`src/ppp_consts.vh`:
```
// Operation
// RULE_01 - write only 0000H..5FFFH, last address 5FFFH
// RULE_02 - programming mode: supply level, reset held low
// RULE_03 - page latch: four address/data bytes
// RULE_04 - page write: 0.1 ms low pulse
// RULE_05 - byte write pulse, then verify
// RULE_06 - retry write and verify up to ten
// RULE_07 - verify mode drives stored byte
// RULE_08 - read mode drives addressed byte
// RULE_09 - output enable high floats data
// RULE_10 - chip enable high means standby
// RULE_11 - program strobe high inhibits write
// RULE_12 - read: reset low, address, sample data
// RULE_13 - erased bytes read as FFH
// RULE_14 - report failure after maximum attempts
`ifndef PPP_CONSTS_VH
`define PPP_CONSTS_VH
`define PPP_ADDR_LAST 15'h5FFF
`define PPP_PAGE_BYTES 3'h4
`define PPP_MAX_TRIES 4'hA
`define PPP_ERASED 8'hFF
// 0.1 ms program pulse counted in 4 ns cycles
`define PPP_PULSE_CYC 16'h61A8
`define PPP_SETUP_CYC 8'h04
`define PPP_OP_READ 2'h0
`define PPP_OP_BYTE 2'h1
`define PPP_OP_PAGE 2'h2
`endif

```
`src/ppp_programmer.v`:
```
`timescale 1ns/10ps
`include "ppp_consts.vh"
module ppp_programmer #(
  parameter [15:0] PULSE_CYC = `PPP_PULSE_CYC
) (
  // clock and reset
  input wire sys_clk,
  input wire rst_b,
  // user command
  input wire cmd_valid,
  input wire [1:0] cmd_op,
  input wire [14:0] cmd_addr,
  input wire [31:0] cmd_data,
  output reg cmd_ready_q,
  output reg done_q,
  output reg fail_q,
  output reg range_err_q,
  output reg [7:0] rd_data_q,
  output reg [3:0] tries_q,
  // device pins
  output reg reset_pin_n_q,
  output reg vpp_high_q,
  output reg chip_enable_n_q,
  output reg output_enable_n_q,
  output reg program_strobe_n_q,
  output reg [14:0] addr_q,
  output reg [7:0] byte_bus_o_q,
  output reg byte_bus_oe_q,
  input wire [7:0] byte_bus_i
);
  localparam S_IDLE = 3'h0;
  localparam S_LATCH = 3'h1;
  localparam S_PULSE = 3'h2;
  localparam S_VERIFY = 3'h3;
  localparam S_READ = 3'h4;
  localparam S_END = 3'h5;
  reg [2:0] st_q;
  reg [1:0] op_q;
  reg [31:0] data_q;
  reg [14:0] base_q;
  reg [1:0] idx_q;
  reg [15:0] cnt_q;
  reg [1:0] ph_q;
  function [7:0] pick;
    input [31:0] d;
    input [1:0] i;
    begin
      pick = d[i*8 +: 8];
    end
  endfunction
  always @(posedge sys_clk)
  begin
    if (!rst_b)
    begin
      st_q <= S_IDLE;
      op_q <= 2'h0;
      data_q <= 32'h0;
      base_q <= 15'h0;
      idx_q <= 2'h0;
      cnt_q <= 16'h0;
      ph_q <= 2'h0;
      cmd_ready_q <= 1'b0;
      done_q <= 1'b0;
      fail_q <= 1'b0;
      range_err_q <= 1'b0;
      rd_data_q <= `PPP_ERASED;
      tries_q <= 4'h0;
      reset_pin_n_q <= 1'b0;
      vpp_high_q <= 1'b0;
      chip_enable_n_q <= 1'b1;
      output_enable_n_q <= 1'b1;
      program_strobe_n_q <= 1'b1;
      addr_q <= 15'h0;
      byte_bus_o_q <= 8'h0;
      byte_bus_oe_q <= 1'b0;
    end
    else
    begin
      done_q <= 1'b0;
      // RULE_02 reset held low
      reset_pin_n_q <= 1'b0;
      case (st_q)
        S_IDLE:
        begin
          cmd_ready_q <= 1'b1;
          // RULE_10 idle in standby
          chip_enable_n_q <= 1'b1;
          output_enable_n_q <= 1'b1;
          program_strobe_n_q <= 1'b1;
          byte_bus_oe_q <= 1'b0;
          if (cmd_valid && cmd_ready_q)
          begin
            cmd_ready_q <= 1'b0;
            op_q <= cmd_op;
            data_q <= cmd_data;
            base_q <= cmd_addr;
            idx_q <= 2'h0;
            cnt_q <= 16'h0;
            ph_q <= 2'h0;
            tries_q <= 4'h0;
            fail_q <= 1'b0;
            range_err_q <= 1'b0;
            addr_q <= cmd_addr;
            if (cmd_op == `PPP_OP_READ)
            begin
              // RULE_12 read-level supply
              vpp_high_q <= 1'b0;
              st_q <= S_READ;
            end
            // RULE_01 range guard
            else if (cmd_addr > `PPP_ADDR_LAST
                     || (cmd_op == `PPP_OP_PAGE
                         && (cmd_addr[1:0] != 2'h0
                             || cmd_addr > `PPP_ADDR_LAST - 15'h3)))
            begin
              range_err_q <= 1'b1;
              done_q <= 1'b1;
              st_q <= S_END;
            end
            else
            begin
              vpp_high_q <= 1'b1;
              st_q <= (cmd_op == `PPP_OP_PAGE) ? S_LATCH : S_PULSE;
            end
          end
        end
        S_LATCH:
        begin
          // address and data settle a cycle before output enable falls
          // RULE_03 latch four bytes
          chip_enable_n_q <= 1'b1;
          program_strobe_n_q <= 1'b1;
          addr_q <= base_q + {13'h0, idx_q};
          byte_bus_o_q <= pick(data_q, idx_q);
          byte_bus_oe_q <= 1'b1;
          cnt_q <= cnt_q + 16'h1;
          output_enable_n_q <= !(cnt_q[7:0] == 8'h1 || cnt_q[7:0] == 8'h2);
          if (cnt_q[7:0] == `PPP_SETUP_CYC)
          begin
            cnt_q <= 16'h0;
            output_enable_n_q <= 1'b1;
            idx_q <= idx_q + 2'h1;
            if (idx_q == 2'h3)
              st_q <= S_PULSE;
          end
        end
        S_PULSE:
        begin
          // RULE_04 RULE_05 timed pulse
          tries_q <= (cnt_q == 16'h0) ? tries_q + 4'h1 : tries_q;
          output_enable_n_q <= 1'b1;
          chip_enable_n_q <= (op_q == `PPP_OP_PAGE);
          addr_q <= base_q;
          byte_bus_o_q <= pick(data_q, 2'h0);
          byte_bus_oe_q <= (op_q != `PPP_OP_PAGE);
          program_strobe_n_q <= 1'b0;
          cnt_q <= cnt_q + 16'h1;
          if (cnt_q == PULSE_CYC)
          begin
            program_strobe_n_q <= 1'b1;
            cnt_q <= 16'h0;
            idx_q <= 2'h0;
            st_q <= S_VERIFY;
          end
        end
        S_VERIFY:
        begin
          // RULE_07 verify each byte
          byte_bus_oe_q <= 1'b0;
          chip_enable_n_q <= 1'b0;
          output_enable_n_q <= 1'b0;
          addr_q <= base_q + {13'h0, idx_q};
          cnt_q <= cnt_q + 16'h1;
          if (cnt_q[7:0] == `PPP_SETUP_CYC)
          begin
            cnt_q <= 16'h0;
            rd_data_q <= byte_bus_i;
            output_enable_n_q <= 1'b1;
            if (byte_bus_i != pick(data_q, idx_q))
            begin
              // RULE_06 RULE_14 retry or fail
              if (tries_q == `PPP_MAX_TRIES)
              begin
                fail_q <= 1'b1;
                done_q <= 1'b1;
                st_q <= S_END;
              end
              else
                st_q <= (op_q == `PPP_OP_PAGE) ? S_LATCH : S_PULSE;
              idx_q <= 2'h0;
            end
            else if (op_q != `PPP_OP_PAGE || idx_q == 2'h3)
            begin
              done_q <= 1'b1;
              st_q <= S_END;
            end
            else
              idx_q <= idx_q + 2'h1;
          end
        end
        S_READ:
        begin
          // RULE_08 RULE_12 sample data
          chip_enable_n_q <= 1'b0;
          output_enable_n_q <= 1'b0;
          program_strobe_n_q <= 1'b1;
          byte_bus_oe_q <= 1'b0;
          cnt_q <= cnt_q + 16'h1;
          if (cnt_q[7:0] == `PPP_SETUP_CYC)
          begin
            rd_data_q <= byte_bus_i;
            done_q <= 1'b1;
            st_q <= S_END;
          end
        end
        S_END:
        begin
          // RULE_09 release bus, outputs off
          chip_enable_n_q <= 1'b1;
          output_enable_n_q <= 1'b1;
          byte_bus_oe_q <= 1'b0;
          st_q <= S_IDLE;
        end
        default:
          st_q <= S_IDLE;
      endcase
    end
  end
endmodule // ppp_programmer

```
`config.mk`:
```
export PLATFORM = sky130hd
export DESIGN_NAME = ppp_programmer
export DESIGN_NICKNAME = d
export VERILOG_FILES = /design/src/ppp_programmer.v
export VERILOG_INCLUDE_DIRS = /design/src
export SDC_FILE = /design/constraint.sdc
export NUM_CORES = 1
export LEC_CHECK = 0
export BUFFER_PORTS_ARGS = -buffer_cell sky130_fd_sc_hd__buf_2
export CAP_MARGIN = 20
export CORE_MARGIN = 2
export CORE_UTILIZATION = 30
export DETAILED_ROUTE_END_ITERATION = 12
export GPL_ROUTABILITY_DRIVEN = 0
export PLACE_DENSITY = 0.61
export REMOVE_ABC_BUFFERS = 1
export SLEW_MARGIN = 25
export SYNTH_ARGS = -nofsm -noshare
export SYNTH_HDL_FRONTEND = slang
export SYNTH_SLANG_ARGS = --single-unit
export TNS_END_PERCENT = 10
```
`constraint.sdc`:
```
create_clock -name sys_clk -period 2.95 [get_ports sys_clk]
set_input_delay 0.7375 -clock sys_clk [delete_from_list [all_inputs] [get_ports sys_clk]]
set_output_delay 0.7375 -clock sys_clk [all_outputs]
set_load 0.01 [all_outputs]
```
==> metrics.md <==
| Metric | Value |
|---|---|
| Status | `finished, final reports clean` |
| Setup Crit Path Kind | `reg2reg` |
| Grt total ovfl | `0` |
| First DRT Iteration DRCs | `342` |
| Commonest non-fill, non-tap cell in the layout | `nand2_1` |
| Final Util | `0.383` |
| Total GRT Usage | `0.161` |
| Worst Tran Pin Value | `760 ps` |
| Mapped cell area | `5400 sq um` |
| Fin nets | `835` |
| Syn-to-layout area delta | `26.1%` |
| Yosys reg bits | `114` |
| Maximum vdd drop | `0.508 mV` |
| Max Freq | `0.385 GHz` |
| Max stage delay on crit path | `760 ps` |
| Post-synth ARST share | `0` |
| Fin Hold WS | `448 ps` |
| Tcrit/Tclk final | `0.879` |
| Reg2reg setup slack | `360 ps` |
| Pleak | `2.67 nW` |
| Die extent in x | `138 microns` |
| Register area share after synthesis | `0.423` |
| Setup TNS | `0 ps` |
| Yosys cell types | `68` |
| Final hold vios | `0` |
| Layout cells sized above 1 | `0.224` |
| Antenna violations before repair | `1` |
| CTS sink count | `114` |
| Post-layout minimum cycle time | `2590 ps` |
| PD cells | `892 nW/um^2` |
| PnR Total Power | `6.07 mW` |
| Starting Density | `0.304` |
| Main synth FF type | `dfxtp_1` |
| Cts hold-fix bufs | `0` |
| Largest net degree at the start of global routing | `70` |
| EDFF count, synth | `0` |
| Cell area after layout | `6810 sq um` |
| Num CTS Buffers | `17` |
| DR vias/cell | `5.05` |
| Syn Inst Count | `664` |
| Post-DR wirelength/cell | `15.4 microns` |
| Max Slew Vio Count | `0` |
| Max-cap viol count | `0` |
| Cell mode on critical path | `nand2_1` |
| DRC | `0` |
| Hold crit path type | `reg2reg` |
| Total Wirelength | `15.5 mm` |
| # fillers | `1855` |
| Crit-path cells | `ha_1, fa_1, nand2_1, nor4_1, buf_4, nand4_1, xnor2_1, nand2_1, a21oi_1` |
| Setup bufs post-CTS | `0` |
| Boundary Pins | `105` |
| Worst-case clock buffer depth | `2` |
| Rel. slew slack | `0.492` |
| CTS tree | `done` |
| Unrepaired setup endpoints after global routing | `false` |
| Crit. End Element | `register` |
| Core footprint | `17800 sq um` |
| Syn avg cell area | `8.13 sq um` |
| Die H | `138 microns` |
| WP data arrival | `2940 ps` |
| First drt pass iteration count | `4` |
| Die footprint | `19100 sq um` |
| Startpoint types | `register` |
| Crit path buffers/inverters | `1` |
| CTS H-tree depth | `4` |
| Clk Latency, worst-skew pair | `410 ps` |
| Synth Warn # | `0` |
| Fin Clk Skew | `6.17 ps` |
| Highest-count cells in the layout ignoring fill and taps | `nand2_1 (145), dfxtp_1 (114), buf_2 (103), a21oi_1 (87), nor2_1 (51)` |
| Post-DP Area | `6190 sq um` |
| Crit-path leading delay family | `flip-flops` |
| Antenna diodes | `0` |
| First-pass GRT wire length | `25.1 mm` |
| Port Buffers | `103` |
| Clock slew at reported path FFs | `50 ps` |
| Post-CTS sizing | `0` |
| Worst path required time | `3300 ps` |
| Dpl hpwl | `10.6 mm` |
| Clk root buf | `clkbuf_16` |
| ANT nets after route | `0` |
| Vias in the first global route | `4846` |
| Routed vias | `5085` |
| # setup viols final | `0` |
| CP Max Fanout | `12` |
| CP max stage cell | `dfxtp_1` |
| # rows | `49` |
state kept, by name (all words and copies together), names as in the netlist, 3 cells and up:
name / count
base_q: 15
addr_q: 15
cnt_q: 16
st_q: 3
data_q: 32
rd_data_q: 8
byte_bus_o_q: 8
tries_q: 4
per-stage QoR:
step                      std cells  setup slack (ps)
after floorplan                 625             -1230
after global placement          975               437
after detailed placement        975               363
after CTS                      1006               358
after global routing           1006               146
final                          1006               356
cell type report:
cell class / instances / area (sq um) / area share
multi-input combinational: 501 / 2920 / 0.430
tap: 229 / 287 / 0.0421
inverter: 10 / 37.5 / 0.00551
timing repair buffer: 121 / 663 / 0.0974
sequential: 114 / 2280 / 0.335
clock buffer: 22 / 484 / 0.0711
clock inverter: 9 / 129 / 0.0189
final timing paths:
path	start	endpoint	depth (start not counted)
worst max-delay path	idx_q[0]$_SDFFE_PN0P_	addr_q[14]$_SDFFE_PN0P_	9
worst min-delay path	op_q[0]$_SDFFE_PN0P_	op_q[0]$_SDFFE_PN0P_	2
worst max register to register	idx_q[0]$_SDFFE_PN0P_	addr_q[14]$_SDFFE_PN0P_	9
worst min register to register	op_q[0]$_SDFFE_PN0P_	op_q[0]$_SDFFE_PN0P_	2
report_power, final:
part	internal (mW)	total [mW]	switching (mW)	leakage [nW]
clock	1.41	2.12	0.709	0.298
combinational	0.706	1.92	1.22	1.44
sequential	1.81	2.03	0.224	0.927
total	3.92	6.07	2.15	2.67
worst min-delay path, delay by kind of cell, from the launching register on:
| kind | cells | cell delay [ps] |
|---|---|---|
| AO/OA/AOI/OAI | 1 | 50 |
| flip-flops | 1 | 300 |
| AND/OR/NAND/NOR | 1 | 50 |
metal layers:
layer | GRT usage | part of all wire
met3 | 0.0395 | 0.044
met4 | 0.0462 | 0.011
met2 | 0.252 | 0.46
met1 | 0.222 | 0.49
met5 | 0 | 0
kinds of logic after synthesis:
group / count (synthesis) / share of synthesized area
mux: 18 / 0.0519
simple gates: 268 / 0.225
other cells: 1 / 0.000695
flops: 114 / 0.423
buf+inv: 49 / 0.0375
xor+xnor: 24 / 0.0389
compound gates: 180 / 0.198
fa+ha+maj: 10 / 0.0246
Yosys cell counts (4+ instances only):
cell,number,area (sq um)
ha_1,9,113
a22oi_1,9,67.6
mux4_2,8,180
buf_2,6,30.0
a21oi_1,87,435
clkbuf_1,30,113
a31oi_1,10,62.6
inv_1,9,33.8
nand4_1,13,81.3
nor3_1,7,35.0
nand3b_1,4,30.0
nand3_1,8,40.0
nor2_1,51,191
nor4_1,4,25.0
nand2_1,145,544
o31ai_1,4,30.0
dfxtp_1,114,2280
o21ai_0,32,160
xor2_1,9,78.8
xnor2_1,15,131
mux2i_1,10,100
a221oi_1,7,61.3
or2_2,4,25.0
Power figures use the tool's default switching activity.
